==> config.mk <==
export PLATFORM = sky130hd
export DESIGN_NAME = mic_irq_ctrl
export DESIGN_NICKNAME = d
export VERILOG_FILES = /design/src/mic_sync.v /design/src/mic_irq_ctrl.v
export VERILOG_INCLUDE_DIRS = /design/src
export SDC_FILE = /design/constraint.sdc
export NUM_CORES = 1
export LEC_CHECK = 0
export BUFFER_PORTS_ARGS = -buffer_cell sky130_fd_sc_hd__buf_2
export CORE_MARGIN = 2
export CORE_UTILIZATION = 40
export CTS_CLUSTER_SIZE = 40
export DETAILED_ROUTE_END_ITERATION = 8
export PLACE_DENSITY = 0.67
export SLEW_MARGIN = 20
export SYNTH_ARGS = -nofsm -noshare
export SYNTH_HDL_FRONTEND = slang
export SYNTH_SLANG_ARGS = --single-unit
export TNS_END_PERCENT = 10
==> constraint.sdc <==
create_clock -name pclk -period 2.8 [get_ports pclk]
set_clock_uncertainty 0.05 [all_clocks]
set_input_delay 0 -clock pclk [delete_from_list [all_inputs] [get_ports pclk]]
set_output_delay 0 -clock pclk [all_outputs]
set_load 0.005 [all_outputs]
==> src/mic_defines.vh <==
`ifndef MIC_DEFINES_VH
`define MIC_DEFINES_VH
// printed offsets 0x0b and 0x1e are not word multiples: index * 4
`define MIC_IDX_CTRL0      8'h0b
`define MIC_IDX_CTRL1      8'h1e
`define MIC_IDX_USB_CTRL   8'h20
`define MIC_IDX_USB_REQ    8'h21
`define MIC_IDX_CORE       8'h40
`define MIC_ADDR_CTRL0     12'h02c
`define MIC_ADDR_CTRL1     12'h078
`define MIC_ADDR_USB_CTRL  12'h080
`define MIC_ADDR_USB_REQ   12'h084
`define MIC_ADDR_CORE      12'h100
// primary control bits
`define MIC_BIT_GIE        0
`define MIC_BIT_USB_EN     1
`define MIC_BIT_T0_EN      2
`define MIC_BIT_T1_EN      3
`define MIC_BIT_USB_PEND   4
`define MIC_BIT_T0_PEND    5
`define MIC_BIT_T1_PEND    6
// secondary control bits
`define MIC_BIT_PLAY_EN    0
`define MIC_BIT_SER_EN     1
`define MIC_BIT_CAP_EN     2
`define MIC_BIT_PLAY_PEND  4
`define MIC_BIT_SER_PEND   5
`define MIC_BIT_CAP_PEND   6
// usb control bits
`define MIC_BIT_SUSPEND    0
`define MIC_BIT_RESUME     3
// writable masks
`define MIC_MASK_CTRL      8'h7f
`define MIC_MASK_CTRL1     8'h77
`define MIC_MASK_USB_CTRL  8'h09
// reset values
`define MIC_RST_CTRL       8'h00
`define MIC_RST_USB        8'h00
// stack and vectors
`define MIC_STACK_DEPTH    5'h10
`define MIC_VEC_USB        12'h004
`define MIC_VEC_T0         12'h008
`define MIC_VEC_T1         12'h00c
`define MIC_VEC_PLAY       12'h010
`define MIC_VEC_SER        12'h014
`define MIC_VEC_CAP        12'h018
`endif

==> src/mic_sync.v <==
`timescale 1ns/10ps
// two-stage synchroniser for asynchronous event inputs
module mic_sync #(
    parameter W = 1
) (
    // clock and reset
    input  wire         pclk,
    input  wire         presetn,
    // data
    input  wire [W-1:0] din,
    output wire [W-1:0] dout
);
    reg [W-1:0] s1_q;
    reg [W-1:0] s2_q;

    // first stage is read only by the second
    always @(posedge pclk or negedge presetn) begin
        if (!presetn) begin
            s1_q <= {W{1'b0}};
            s2_q <= {W{1'b0}};
        end else begin
            s1_q <= din;
            s2_q <= s1_q;
        end
    end
    assign dout = s2_q;
endmodule // mic_sync

==> src/mic_irq_ctrl.v <==
`timescale 1ns/10ps
`include "mic_defines.vh"
// Functional notes
// - primary bit 0 is global enable; clear masks all sources.
// - primary bits 1..3 enable usb, timer zero, timer one.
// - primary bits 4..6 are pending flags; bit 7 reads zero.
// - secondary bits 0..2 enable play, serial, capture; bits 3,7 zero.
// - secondary bits 4..6 are play, serial, capture pending flags.
// - acknowledge clears the global enable.
// - requests still set flags while global enable is clear.
// - software re-enabling inside service allows nesting.
// - no acknowledge while stack is full, until a return pops.
// - every source can wake the halted core.
// - acknowledge pushes only the program counter, branches to vector.
// - usb flag set by buffer access, suspend, resume or bus reset.
// - usb acknowledged vectors to 04h, clears usb flag and global enable.
// - buffer access sets its request bit; firmware clears it.
// - suspend sets usb control bit0, resume bit3; both raise usb.
// - timer zero overflow sets flag; vector 08h clears flag and enable.
// - fixed priority usb, t0, t1, play, serial, capture.
// - vectors t1 0ch, play 10h, serial 14h, capture 18h.
// - irq return restores pc and sets enable; plain return does not.
module mic_irq_ctrl (
    // apb slave
    input  wire        pclk,
    input  wire        presetn,
    input  wire        psel,
    input  wire        penable,
    input  wire        pwrite,
    input  wire [11:0] paddr,
    input  wire [31:0] pwdata,
    output reg  [31:0] prdata,
    output reg         pready,
    output reg         pslverr,
    // asynchronous event sources
    input  wire [7:0]  usb_buf_access,
    input  wire        usb_suspend,
    input  wire        usb_resume,
    input  wire        usb_bus_reset,
    input  wire        timer_zero_ovf,
    input  wire        timer_one_ovf,
    input  wire        play_data_valid,
    input  wire        serial_done,
    input  wire        capture_tick,
    // core handshake, same clock
    input  wire        core_can_take,
    input  wire        core_ret,
    input  wire        core_ret_irq,
    input  wire        core_call,
    input  wire        core_halted,
    output reg         irq_ack,
    output reg  [11:0] irq_vector,
    output reg         irq_push_pc,
    output reg         wake_req,
    output reg         stack_full
);
    // synchronised events and edge detection; event pins are levels from
    // other clock domains, so each passes two flops and only a rising
    // edge sets a flag: a level held high counts once
    wire [15:0] ev_s;
    reg  [15:0] ev_prev_q;
    wire [15:0] ev_rise;

    mic_sync #(
        .W(16)
    ) u_sync (
        .pclk    (pclk),
        .presetn (presetn),
        .din     ({usb_buf_access, usb_suspend, usb_resume, usb_bus_reset,
                   timer_zero_ovf, timer_one_ovf, play_data_valid,
                   serial_done, capture_tick}),
        .dout    (ev_s)
    );

    // previous synchronised level; resets to the idle level of the pins
    // so that no false edge follows reset
    always @(posedge pclk or negedge presetn) begin
        if (!presetn)
            ev_prev_q <= 16'h0000;
        else
            ev_prev_q <= ev_s;
    end
    assign ev_rise = ev_s & ~ev_prev_q;

    wire [7:0] buf_ev     = ev_rise[15:8];
    wire       susp_ev    = ev_rise[7];
    wire       resume_ev  = ev_rise[6];
    wire       busrst_ev  = ev_rise[5];
    wire       t0_ev      = ev_rise[4];
    wire       t1_ev      = ev_rise[3];
    wire       play_ev    = ev_rise[2];
    wire       ser_ev     = ev_rise[1];
    wire       cap_ev     = ev_rise[0];
    wire       usb_ev     = (|buf_ev) | susp_ev | resume_ev | busrst_ev;

    // registers
    reg [7:0] ctrl0_q;
    reg [7:0] ctrl1_q;
    reg [7:0] usb_ctrl_q;
    reg [7:0] usb_req_q;
    reg [4:0] sp_q;

    // apb decode
    wire acc     = psel & penable;
    wire wr      = acc & pwrite;
    wire hit_c0  = (paddr == `MIC_ADDR_CTRL0);
    wire hit_c1  = (paddr == `MIC_ADDR_CTRL1);
    wire hit_uc  = (paddr == `MIC_ADDR_USB_CTRL);
    wire hit_ur  = (paddr == `MIC_ADDR_USB_REQ);
    wire hit_co  = (paddr == `MIC_ADDR_CORE);
    wire mapped  = hit_c0 | hit_c1 | hit_uc | hit_ur | hit_co;
    wire wr_c0   = wr & hit_c0;
    wire wr_c1   = wr & hit_c1;
    wire wr_uc   = wr & hit_uc;
    wire wr_ur   = wr & hit_ur;

    // arbitration
    wire [5:0] pend = {ctrl1_q[`MIC_BIT_CAP_PEND] & ctrl1_q[`MIC_BIT_CAP_EN],
                       ctrl1_q[`MIC_BIT_SER_PEND] & ctrl1_q[`MIC_BIT_SER_EN],
                       ctrl1_q[`MIC_BIT_PLAY_PEND] & ctrl1_q[`MIC_BIT_PLAY_EN],
                       ctrl0_q[`MIC_BIT_T1_PEND] & ctrl0_q[`MIC_BIT_T1_EN],
                       ctrl0_q[`MIC_BIT_T0_PEND] & ctrl0_q[`MIC_BIT_T0_EN],
                       ctrl0_q[`MIC_BIT_USB_PEND] & ctrl0_q[`MIC_BIT_USB_EN]};
    wire       full_now = (sp_q == `MIC_STACK_DEPTH);
    // a request is taken when the global enable is set, an enabled flag
    // is pending, the stack has room and the core can branch; the cycle
    // after an acknowledge is skipped so each entry is a single pulse
    wire       gie_on   = ctrl0_q[`MIC_BIT_GIE];
    wire       any_pend = |pend;
    wire       room     = ~full_now;
    wire       take     = gie_on & any_pend & room &
                          core_can_take & ~irq_ack;
    reg  [5:0]  grant;
    reg  [11:0] vec_d;

    // fixed priority select
    always @* begin
        grant = 6'h00;
        vec_d = `MIC_VEC_USB;
        if (pend[0]) begin
            grant = 6'h01;
            vec_d = `MIC_VEC_USB;
        end else if (pend[1]) begin
            grant = 6'h02;
            vec_d = `MIC_VEC_T0;
        end else if (pend[2]) begin
            grant = 6'h04;
            vec_d = `MIC_VEC_T1;
        end else if (pend[3]) begin
            grant = 6'h08;
            vec_d = `MIC_VEC_PLAY;
        end else if (pend[4]) begin
            grant = 6'h10;
            vec_d = `MIC_VEC_SER;
        end else if (pend[5]) begin
            grant = 6'h20;
            vec_d = `MIC_VEC_CAP;
        end
    end
    // the granted flag is cleared only when its request is taken
    wire [5:0] clr = take ? grant : 6'h00;

    // primary and secondary control registers; set beats clear
    reg [7:0] c0_d;
    reg [7:0] c1_d;
    always @* begin
        c0_d = ctrl0_q;
        c1_d = ctrl1_q;
        if (wr_c0)
            c0_d = pwdata[7:0] & `MIC_MASK_CTRL;
        if (wr_c1)
            c1_d = pwdata[7:0] & `MIC_MASK_CTRL1;
        c0_d[`MIC_BIT_USB_PEND] = c0_d[`MIC_BIT_USB_PEND] & ~clr[0];
        c0_d[`MIC_BIT_T0_PEND]  = c0_d[`MIC_BIT_T0_PEND] & ~clr[1];
        c0_d[`MIC_BIT_T1_PEND]  = c0_d[`MIC_BIT_T1_PEND] & ~clr[2];
        c1_d[`MIC_BIT_PLAY_PEND] = c1_d[`MIC_BIT_PLAY_PEND] & ~clr[3];
        c1_d[`MIC_BIT_SER_PEND]  = c1_d[`MIC_BIT_SER_PEND] & ~clr[4];
        c1_d[`MIC_BIT_CAP_PEND]  = c1_d[`MIC_BIT_CAP_PEND] & ~clr[5];
        if (take)
            c0_d[`MIC_BIT_GIE] = 1'b0;
        if (core_ret_irq)
            c0_d[`MIC_BIT_GIE] = 1'b1;
        // flags set regardless of global enable
        if (usb_ev)
            c0_d[`MIC_BIT_USB_PEND] = 1'b1;
        if (t0_ev)
            c0_d[`MIC_BIT_T0_PEND] = 1'b1;
        if (t1_ev)
            c0_d[`MIC_BIT_T1_PEND] = 1'b1;
        if (play_ev)
            c1_d[`MIC_BIT_PLAY_PEND] = 1'b1;
        if (ser_ev)
            c1_d[`MIC_BIT_SER_PEND] = 1'b1;
        if (cap_ev)
            c1_d[`MIC_BIT_CAP_PEND] = 1'b1;
    end

    always @(posedge pclk or negedge presetn) begin
        if (!presetn) begin
            ctrl0_q <= `MIC_RST_CTRL;
            ctrl1_q <= `MIC_RST_CTRL;
        end else begin
            ctrl0_q <= c0_d;
            ctrl1_q <= c1_d;
        end
    end

    // usb control and access request registers; events beat writes
    reg [7:0] usb_ctrl_d;
    reg [7:0] usb_req_d;
    always @* begin
        usb_ctrl_d = usb_ctrl_q;
        usb_req_d  = usb_req_q;
        if (wr_uc)
            usb_ctrl_d = pwdata[7:0] & `MIC_MASK_USB_CTRL;
        if (wr_ur)
            usb_req_d = pwdata[7:0];
        if (susp_ev)
            usb_ctrl_d[`MIC_BIT_SUSPEND] = 1'b1;
        if (resume_ev)
            usb_ctrl_d[`MIC_BIT_RESUME] = 1'b1;
        usb_req_d = usb_req_d | buf_ev;
    end

    always @(posedge pclk or negedge presetn) begin
        if (!presetn) begin
            usb_ctrl_q <= `MIC_RST_USB;
            usb_req_q  <= `MIC_RST_USB;
        end else begin
            usb_ctrl_q <= usb_ctrl_d;
            usb_req_q  <= usb_req_d;
        end
    end

    // stack depth tracking; a call and an acknowledge in one cycle push
    // twice, and a push onto a full stack is lost rather than counted
    wire       pop   = (core_ret | core_ret_irq) & (sp_q != 5'h00);
    wire [1:0] npush = {1'b0, core_call} + {1'b0, take};
    reg  [5:0] sp_sum;
    reg  [4:0] sp_d;
    always @* begin
        sp_sum = {1'b0, sp_q} + {4'h0, npush} - {5'h00, pop};
        sp_d   = sp_sum[4:0];
        if (sp_sum > {1'b0, `MIC_STACK_DEPTH})
            sp_d = `MIC_STACK_DEPTH;
    end

    always @(posedge pclk or negedge presetn) begin
        if (!presetn)
            sp_q <= 5'h00;
        else
            sp_q <= sp_d;
    end

    // core outputs
    always @(posedge pclk or negedge presetn) begin
        if (!presetn) begin
            irq_ack     <= 1'b0;
            irq_vector  <= 12'h000;
            irq_push_pc <= 1'b0;
            wake_req    <= 1'b0;
            stack_full  <= 1'b0;
        end else begin
            irq_ack     <= take;
            irq_push_pc <= take;
            if (take)
                irq_vector <= vec_d;
            // any raised flag wakes a halted core
            wake_req    <= core_halted & ((|c0_d[6:4]) | (|c1_d[6:4]));
            stack_full  <= full_now;
        end
    end

    // read mux; unused bits and unmapped offsets read zero
    reg [31:0] prdata_d;
    always @* begin
        prdata_d = 32'h00000000;
        if (hit_c0)
            prdata_d = {24'h000000, ctrl0_q};
        else if (hit_c1)
            prdata_d = {24'h000000, ctrl1_q};
        else if (hit_uc)
            prdata_d = {24'h000000, usb_ctrl_q};
        else if (hit_ur)
            prdata_d = {24'h000000, usb_req_q};
        else if (hit_co)
            prdata_d = {27'h0000000, sp_q};
    end

    // apb response: one wait-free cycle; read data are captured in the
    // setup cycle and stand through the access cycle
    always @(posedge pclk or negedge presetn) begin
        if (!presetn) begin
            prdata  <= 32'h00000000;
            pready  <= 1'b0;
            pslverr <= 1'b0;
        end else begin
            pready  <= psel & ~penable;
            pslverr <= psel & ~penable & ~mapped;
            prdata  <= 32'h00000000;
            if (psel & ~penable & ~pwrite)
                prdata <= prdata_d;
        end
    end
endmodule // mic_irq_ctrl

==> impl_metrics.csv, run 1 <==
group,metric,value,unit
place,hpwl,5874,um
timing,finalHoldViolCount,0,
clocking,clkTransAtPathRegs,0.10,ns
clocking,numCtsBuffers,9,
clocking,clock-sinks,92,
critical_path,arrival,2.96,ns
power_and_ir_drop,power_frac_comb,26.8,%
global_routing,grt-ovfl-total,0,
critical_path,worstSetupPathType,"flop to flop",
drt,dr.pass1.iters,4,
floorplanning,ios,120,
synth,ys_ff_latch,92,
power_and_ir_drop,sw_frac_of_total,29.89,%
power_and_ir_drop,ir_drop,0.3026,mV
timing,timing.final.ws_setup,0.02714,ns
timing,fin_crit,2.773,ns
timing,holdWs,0.02042,ns
power_and_ir_drop,p_leak,2.326,nW
global_routing,grt_max_degree,93,
power_and_ir_drop,p_clk_share,27.1,%
floorplanning,core,9328,um2
min_path,hold_path_class,"primary input to flop",
power_and_ir_drop,internal_power,0.002211,W
synth,synthCells,329,
synth,synth_flop_cell,"dfrtp_1",
status,status,"finished clean",
timing,setup_violations,0,
drt,viasPerCell,4.803,
synth,seq_area_frac_synth,59.26,%
drt,drtIter0Drc,186,
place,io_buffers,62,
floorplanning,die_area,10520,um2
critical_path,critPathLaunchType,"flop",
floorplanning,die_h,102.6,um
critical_path,crit_fanout,5,
finish,fill_cells,817,
power_and_ir_drop,power.density,638.1,nW/um2
timing,tns,0,ns
clocking,h-tree-depth,3,
drt,vias,2781,
global_routing,first_global_vias,2678,
clocking,clock_path_buffers,2,
global_routing,grt_pass1_wl,13060,um
drt,antenna_left,0,
finish,final_common_cell,"dfrtp_1",
floorplanning,die_w,102.6,um
synth,synth_edf_count,0,
clocking,clk_latency,0.36,ns
synth,netlist_area,3885,um2
finish,layout.nets,523,
global_routing,grt.total_usage,16.58,%
place,place_ws,-0.1453,ns
finish,area_growth,27.25,%
timing,min_period_over_period,99.03,%
drt,drc,0,
drt,wire_per_inst,14.06,um
critical_path,crit_required,2.99,ns
timing,rsz0062_at_grt,"true",
power_and_ir_drop,seq_power_share,46.0,%
synth,ys_types,54,
clocking,clockRootBuffer,"clkbuf_8",
power_and_ir_drop,p_switching,0.0009429,W
timing,max_freq,0.3606,GHz
timing,slew_violations,0,
floorplanning,row_count,35,
synth,synthArstFlopShare,100.0,%
place,gp_congestion,0.9154,
finish,drive_gt1_share,28.67,%
global_routing,antenna_found_initial,0,
finish,n_antenna_cell,0,
synth,post_synth.cell_area_avg,11.81,um2
floorplanning,start_util,41.65,%
critical_path,cp-end-kind,"flop",
synth,yosys_warnings,0,
finish,final_cell_mix,"dfrtp_1 (92), buf_2 (61), conb_1 (33)",
drt,drt_wl_total,8138,um
clocking,cts_tree,"built",
flow_run,maxCapViolCount,0,
-- state kept, by name, summed over array words and instances, names as in the netlist, 2 cells and up --
signal / flops
usb_req_q: 8
irq_vector: 3
ctrl0_q: 7
ev_prev_q: 16
sp_q: 5
ctrl1_q: 6
usb_ctrl_q: 2
u_sync.s1_q: 16
prdata: 8
u_sync.dout: 16
-- cell usage after synthesis, drive strengths merged (2+ instances only) --
library cell  number  area [um2]
xnor2              4       35.03
nand2             26       97.59
o21a               2       15.01
and3               5       31.28
a211o              2       17.52
ha                 6       75.07
a222oi             2       20.02
nor3b              2       15.01
o22ai              2       12.51
clkbuf             3       11.26
fa                 2       40.04
nor2b              3       18.77
or4                4       37.53
o21ai             11       55.05
nand4              3       18.77
a21oi             15       75.07
a221oi             3       26.28
or3                2       12.51
inv               17       63.81
nand3              8       40.04
nor2              13       48.80
nand2b             8       50.05
a31oi              2       12.51
buf               36       270.3
nor4               7       65.06
nor3               9       45.04
mux2               6       67.56
mux2i             11       110.1
o21bai             2       15.01
or2                2       12.51
dfrtp             92        2302
o32ai              2       17.52
-- power by group through the flow --
stage	clock network, W	logic, W	registers [W]
4_1_cts	0.000881	0.000703	0.00145
6_report	0.000856	0.000847	0.00145
3_3_place_gp	0	0.000591	0.00147
2_1_floorplan	0	0.000434	0.00146
3_5_place_dp	0	0.000618	0.00148
5_1_grt	0.000933	0.000943	0.00146
-- per-stage QoR --
step / area [um2] / std cells / util (%) / power (W)
2_1_floorplan: 4020 / 361 / - / 0.001899
3_3_place_gp: 4345 / 529 / 46.59 / 0.002066
3_5_place_dp: 4345 / 529 / 46.59 / 0.002094
4_1_cts: 4883 / 578 / 52.35 / 0.003035
5_1_grt: 4943 / 579 / 53.00 / 0.003336
6_report: 4943 / 579 / 53.00 / 0.003154
-- worst paths after layout --
check	from	cells after the start	end	slack, ns
min in group asynchronous	presetn	3	u_sync.dout[15]	0.16
max reg2reg	sp_q[2]	13	sp_q[3]	0.03
max in group asynchronous	presetn	3	prdata[0]	2.15
max	sp_q[2]	13	sp_q[3]	0.03
min reg2reg	u_sync.s1_q[3]	0	u_sync.dout[3]	0.30
min	penable	5	prdata[1]	0.02
-- what timing repair did --
item | 4_1_cts | 5_1_grt
hold buffers | 31 | 0
endpoints found under the hold margin | 135 | 0
resized for setup | 5 | 13
pin swaps | 2 | 10
setup buffers | 2 | 1
endpoints found under the setup margin | 6 | 6
-- logic make-up (layout without fill, tap and decap cells) --
kind of cell | Yosys count | in the layout | synth area share (%)
multiplexers | 17 | 17 | 4.573
other | 1 | 33 | 0.09653
AO/OA/AOI/OAI | 52 | 52 | 9.018
adder cells (fa/ha/maj) | 8 | 8 | 2.963
buffers and inverters | 56 | 145 | 8.889
AND/OR/NAND/NOR | 99 | 99 | 14.30
flip-flops | 92 | 92 | 59.26
XOR/XNOR | 4 | 4 | 0.9017
-- per-layer routing --
layer	up-vias	wire length, um	global-route usage [%]
met2	89	3874	26.19
met4	0	189	7.385
li1	1321	-	-
met1	1354	3645	22.50
met3	17	427	3.051
met5	-	0	0
-- critical path: stages (launching register included) --
cell,delay [ns]
dfrtp_1,0.42
inv_2,0.09
ha_4,0.13
nor4bb_4,0.23
nor3_2,0.08
o21a_1,0.15
fa_2,0.38
fa_2,0.42
a21oi_2,0.15
nor2_1,0.06
nor2_2,0.12
xnor2_2,0.17
buf_4,0.17
nor3_2,0.03
-- layout make-up --
cell class | instances | area [um2] | share of cell area, %
Timing Repair Buffer | 112 | 778.2 | 15.74
Multi-Input combinational cell | 213 | 1445 | 29.23
Clock buffer | 10 | 137.6 | 2.784
Sequential cell | 92 | 2302 | 46.57
Tap cell | 129 | 161.4 | 3.265
Clock inverter | 6 | 55.05 | 1.114
Inverter | 17 | 63.81 | 1.291
Note: power is estimated with default switching activity, not from simulation.
==> run 2, diff against run 1 <==
--- a/config.mk
+++ b/config.mk
@@ -6,12 +6,13 @@
 export SDC_FILE = /design/constraint.sdc
 export NUM_CORES = 1
 export LEC_CHECK = 0
-export BUFFER_PORTS_ARGS = -buffer_cell sky130_fd_sc_hd__buf_2
+export BUFFER_PORTS_ARGS = -buffer_cell sky130_fd_sc_hd__buf_4
 export CORE_MARGIN = 2
 export CORE_UTILIZATION = 40
 export CTS_CLUSTER_SIZE = 40
 export DETAILED_ROUTE_END_ITERATION = 8
-export PLACE_DENSITY = 0.67
+export MAX_ROUTING_LAYER = met4
+export PLACE_DENSITY = 0.75
 export SLEW_MARGIN = 20
 export SYNTH_ARGS = -nofsm -noshare
 export SYNTH_HDL_FRONTEND = slang
==> impl_metrics.csv, run 2 (synthesis results as in run 1) <==
group,metric,value,unit
place,hpwl,6326,um
timing,tns,0,ns
critical_path,worstSetupPathType,"flop to flop",
clocking,clock_path_buffers,2,
timing,rsz0062_at_grt,"true",
global_routing,antenna_found_initial,0,
drt,wire_per_inst,14.87,um
floorplanning,die_area,10520,um2
power_and_ir_drop,p_leak,2.396,nW
flow_run,maxCapViolCount,0,
global_routing,grt.total_usage,18.01,%
finish,drive_gt1_share,28.41,%
timing,min_period_over_period,99.45,%
clocking,clock-sinks,92,
drt,dr.pass1.iters,5,
clocking,cts_tree,"built",
clocking,h-tree-depth,3,
finish,fin_util,54.89,%
finish,n_antenna_cell,0,
finish,layout.nets,527,
drt,vias,2796,
finish,final_common_cell,"dfrtp_1",
floorplanning,row_count,35,
power_and_ir_drop,p_clk_share,28.5,%
drt,antenna_left,0,
drt,drtIter0Drc,132,
floorplanning,die_w,102.6,um
finish,final_cell_mix,"dfrtp_1 (92), buf_4 (84), conb_1 (33)",
clocking,clk_latency,0.36,ns
power_and_ir_drop,ir_drop,0.3152,mV
floorplanning,start_util,41.65,%
place,io_buffers,62,
critical_path,crit_required,3.00,ns
power_and_ir_drop,power_frac_comb,26.9,%
power_and_ir_drop,internal_power,0.002322,W
status,status,"finished clean",
global_routing,grt-ovfl-total,0,
min_path,hold_path_class,"primary input to flop",
drt,drc,0,
power_and_ir_drop,sw_frac_of_total,28.54,%
timing,setup_violations,0,
timing,timing.final.ws_setup,0.01553,ns
floorplanning,ios,120,
global_routing,grt_pass1_wl,13680,um
place,place_ws,-0.1802,ns
timing,worst_pin_slew,0.6100,ns
floorplanning,die_h,102.6,um
power_and_ir_drop,seq_power_share,44.6,%
timing,slew_headroom,59.33,%
critical_path,arrival,2.99,ns
timing,slew_violations,0,
clocking,clkTransAtPathRegs,0.09,ns
drt,drt_wl_total,8668,um
global_routing,first_global_vias,2688,
critical_path,crit_fanout,5,
critical_path,cp-end-kind,"flop",
critical_path,critPathLaunchType,"flop",
timing,finalHoldViolCount,0,
power_and_ir_drop,p_switching,0.0009275,W
timing,holdWs,0.01910,ns
timing,fin_crit,2.784,ns
drt,viasPerCell,4.796,
global_routing,grt_max_degree,52,
place,gp_congestion,0.8991,
finish,area_growth,31.79,%
clocking,clockRootBuffer,"clkbuf_8",
clocking,numCtsBuffers,9,
power_and_ir_drop,power.density,634.7,nW/um2
floorplanning,core,9328,um2
timing,max_freq,0.3591,GHz
run 2: power groups by stage:
stage	clock (W)	combinational (W)	sequential, W
after floorplan	0	0.000434	0.00146
after global placement	0	0.000642	0.00147
after detailed placement	0	0.000676	0.00148
after CTS	0.000946	0.000780	0.00145
after global routing	0.00101	0.000958	0.00146
final	0.000925	0.000875	0.00145
run 2: metrics by stage:
step / total power, W / instances / area [um2]
3_5_place_dp: 0.002152 / 533 / 4516
3_3_place_gp: 0.002113 / 533 / 4516
6_report: 0.003249 / 583 / 5120
4_1_cts: 0.003177 / 583 / 5090
2_1_floorplan: 0.001899 / 361 / 4020
5_1_grt: 0.003423 / 583 / 5120
run 2: worst paths after layout:
| path | endpoint | slack, ns | from | depth (start not counted) |
|---|---|---|---|---|
| worst min-delay path | usb_ctrl_q[0] | 0.02 | paddr[2] | 4 |
| min in group asynchronous | u_sync.s1_q[1] | 0.14 | presetn | 2 |
| worst min register to register | u_sync.dout[15] | 0.30 | u_sync.s1_q[15] | 0 |
| worst max register to register | sp_q[4] | 0.02 | sp_q[2] | 12 |
| max in group asynchronous | ctrl0_q[5] | 1.81 | presetn | 3 |
| worst max-delay path | sp_q[4] | 0.02 | sp_q[2] | 12 |
run 2: final cells by class:
class	count	area [um2]
Fill cell	804	4208
Sequential cell	92	2302
Multi-Input combinational cell	213	1433
Timing Repair Buffer	116	950.9
Tap cell	129	161.4
Clock buffer	11	151.4
Inverter	17	63.81
Clock inverter	5	57.56
run 2: routing by layer:
metal	up-vias	wire [um]	global-route usage, %
li1	1325	-	-
met1	1341	3876	24.75
met2	117	4050	26.29
met3	13	568	4.000
met4	0	172	6.872
met5	-	0	-
run 2: worst max-delay path: stages (launching register included):
cell	delay (ns)
dfrtp_1	0.40
inv_2	0.09
ha_4	0.14
nor4bb_4	0.27
nor3_2	0.10
o21a_1	0.15
fa_2	0.38
fa_2	0.37
a21oi_2	0.13
nor2_1	0.05
nor2_1	0.15
xnor2_2	0.14
or2_4	0.25
run 2: what timing repair did:
action,CTS,global route
endpoints found under the hold margin,94,0
resized for setup,8,7
setup endpoints to repair,6,6
buffers inserted,2,0
hold buffers,32,0
pin swaps,6,4
==> run 3, diff against run 2 <==
--- a/config.mk
+++ b/config.mk
@@ -13,8 +13,10 @@
 export DETAILED_ROUTE_END_ITERATION = 8
 export MAX_ROUTING_LAYER = met4
 export PLACE_DENSITY = 0.75
-export SLEW_MARGIN = 20
+export SKIP_LAST_GASP = 1
+export SLEW_MARGIN = 10
 export SYNTH_ARGS = -nofsm -noshare
 export SYNTH_HDL_FRONTEND = slang
+export SYNTH_HIERARCHICAL = 1
 export SYNTH_SLANG_ARGS = --single-unit
 export TNS_END_PERCENT = 10
==> impl_metrics.csv, run 3 <==
group,metric,value,unit
min_path,hold_path_class,"primary input to flop",
synth,ys_ff_latch,92,
synth,ys_types,51,
synth,synth_top_cell_area_share,59.57,%
global_routing,antenna_found_initial,0,
timing,slew_headroom,44.48,%
timing,max_freq,0.3063,GHz
clocking,cts_tree,"built",
synth,synth_flop_cell,"dfrtp_1",
critical_path,critPathLaunchType,"flop",
timing,finalHoldViolCount,0,
clocking,clock_path_buffers,2,
floorplanning,start_util,41.44,%
timing,worst_pin_slew,0.8264,ns
power_and_ir_drop,power_frac_comb,29.1,%
drt,drc,0,
critical_path,arrival,3.51,ns
drt,wire_per_inst,14.36,um
place,place_ws,-0.4462,ns
place,hpwl,6197,um
clocking,clkTransAtPathRegs,0.10,ns
synth,yosysTopAreaCell,"dfrtp_1",
power_and_ir_drop,ir_drop,0.3643,mV
floorplanning,die_h,102.3,um
critical_path,crit_required,3.04,ns
finish,layout.nets,536,
flow_run,maxCapViolCount,0,
floorplanning,core,9328,um2
global_routing,grt_max_degree,47,
power_and_ir_drop,power.density,619.9,nW/um2
drt,dr.pass1.iters,5,
min_path,hold_depth,4,
critical_path,rr_endpoint,"sp_q[1]",
critical_path,r2r-start,"sp_q[2]",
critical_path,cp-end-kind,"flop",
synth,post_synth.cell_area_avg,11.82,um2
synth,synth_edf_count,0,
power_and_ir_drop,internal_power,0.002205,W
drt,viasPerCell,4.865,
drt,drtIter0Drc,178,
critical_path,worstRegToRegCells,14,
clocking,numCtsBuffers,9,
finish,finalNonFillerCells,592,
clocking,post_cts_buffers,0,
finish,area_growth,32.63,%
critical_path,reg2reg_setup_slack,-0.46,ns
timing,tns,-1.912,ns
timing,holdWs,0.03967,ns
place,gp_congestion,0.9824,
clocking,clock-sinks,92,
finish,final_cell_mix,"dfrtp_1 (92), buf_4 (92), conb_1 (33), dlygate4sd3_1 (33), nand2_1 (28)",
critical_path,worstSetupPathType,"flop to flop",
clocking,h-tree-depth,3,
timing,setup_violations,6,
finish,fill_cells,802,
timing,fin_crit,3.265,ns
drt,drt_wl_total,8499,um
floorplanning,die_area,10460,um2
global_routing,grt_pass1_wl,13670,um
timing,slew_violations,0,
power_and_ir_drop,p_leak,2.390,nW
global_routing,grt-ovfl-total,0,
critical_path,crit_fanout,3,
floorplanning,die_w,102.3,um
finish,fin_util,54.96,%
synth,seq_area_frac_synth,59.57,%
floorplanning,row_count,35,
synth,synthCells,327,
drt,vias,2880,
power_and_ir_drop,p_clk_share,25.9,%
clocking,clockRootBuffer,"clkbuf_8",
floorplanning,ios,120,
finish,drive_gt1_share,28.94,%
status,violations,"negative setup slack",
place,placed_cells,543,
finish,regArea,2302,um2
clocking,clk_latency,0.36,ns
timing,timing.final.ws_setup,-0.4646,ns
global_routing,first_global_vias,2862,
synth,synth.most_common_cell,"dfrtp_1",
timing,rsz0062_at_grt,"true",
synth,netlist_area,3865,um2
status,status,"complete, but fails checks",
critical_path,crit_end,"sp_q[1]",
global_routing,grt.total_usage,17.88,%
finish,n_antenna_cell,0,
drt,antenna_left,0,
finish,multi_input_area,1383,um2
power_and_ir_drop,p_switching,0.0009724,W
synth,synth_common_cells,"dfrtp_1 (92), buf_4 (34), nand2_1 (28)",
synth,synthArstFlopShare,100.0,%
synth,yosys_warnings,6,
place,io_buffers,62,
synth,synth_area_leaders,"dfrtp_1 (60%), buf_4 (6.6%), mux2i_1 (2.8%), nand2_1 (2.7%), inv_1 (2.0%)",
critical_path,crit_path_start,"sp_q[2]",
timing,min_period_over_period,116.6,%
power_and_ir_drop,seq_power_share,45.0,%
power_and_ir_drop,sw_frac_of_total,30.60,%
==> run 3: stage by stage <==
stage	total power (W)	instance area, um2
floorplan	0.001903	4005
global placement	0.002198	4591
detailed placement	0.002250	4591
CTS	0.003170	5122
global route	0.003356	5126
finish	0.003178	5126
==> run 3: power groups by stage <==
stage | sequential, W | combinational (W) | clock [W]
2_1_floorplan | 0.00146 | 0.000442 | 0
3_3_place_gp | 0.00145 | 0.000747 | 0
3_5_place_dp | 0.00146 | 0.000794 | 0
4_1_cts | 0.00143 | 0.000885 | 0.000855
5_1_grt | 0.00144 | 0.00101 | 0.000912
6_report | 0.00143 | 0.000925 | 0.000824
==> run 3: how the worst min path moves through the flow <==
stage                   from             end  slack [ns]
2_1_floorplan        presetn      ctrl0_q[0]       -0.35
6_report       core_can_take   irq_vector[4]        0.04
3_5_place_dp         presetn  u_sync/dout[1]       -0.02
3_3_place_gp         presetn  u_sync/s1_q[2]       -0.02
5_1_grt             paddr[5]       prdata[7]        0.04
4_1_cts        core_can_take   irq_vector[4]        0.01
==> run 3: critical path, stage by stage (launching register included) <==
cell and delay [ns]:
dfrtp_1 0.35, inv_1 0.06, ha_2 0.19, and4bb_2 0.23, or3_4 0.35, nor2_4 0.10, inv_2 0.04, fa_2 0.35
fa_2 0.40, xor2_2 0.19, nand3_1 0.11, o311ai_2 0.28, o2111ai_2 0.21, buf_4 0.19, nor2_1 0.10
==> run 3: final cells by class <==
cell class              instances  share of cell area, %
well taps                     129                  3.149
flip-flops and latches         92                  44.91
inverters                      21                  1.538
multi-input cells             209                  26.97
repair buffers                125                  19.92
clock inverters                 7                  1.098
clock buffers                   9                  2.416
==> run 3: logic make-up (layout without fill, tap and decap cells) <==
logic type | after synthesis | after routing | share of synthesized area [%]
AND/OR/NAND/NOR | 101 | 101 | 14.21
flip-flops | 92 | 92 | 59.57
buffers and inverters | 58 | 162 | 8.935
AO/OA/AOI/OAI | 48 | 48 | 9.097
multiplexers | 18 | 18 | 4.889
adder cells (fa/ha/maj) | 8 | 8 | 2.978
other | 1 | 33 | 0.09703
XOR/XNOR | 1 | 1 | 0.2267
==> run 3: metal layers <==
| layer | vias to the layer above | GRT usage [%] | wire, um |
|---|---|---|---|
| met4 | 0 | 7.077 | 233 |
| met3 | 20 | 3.488 | 581 |
| met1 | 1373 | 22.42 | 3572 |
| li1 | 1344 | - | - |
| met2 | 143 | 28.74 | 4113 |
| met5 | - | - | 0 |
==> run 3: what timing repair did <==
item,4_1_cts,5_1_grt
pin swaps,2,1
setup endpoints to repair,6,6
hold endpoints to repair,85,0
gates resized for setup,4,1
hold buffers,33,0
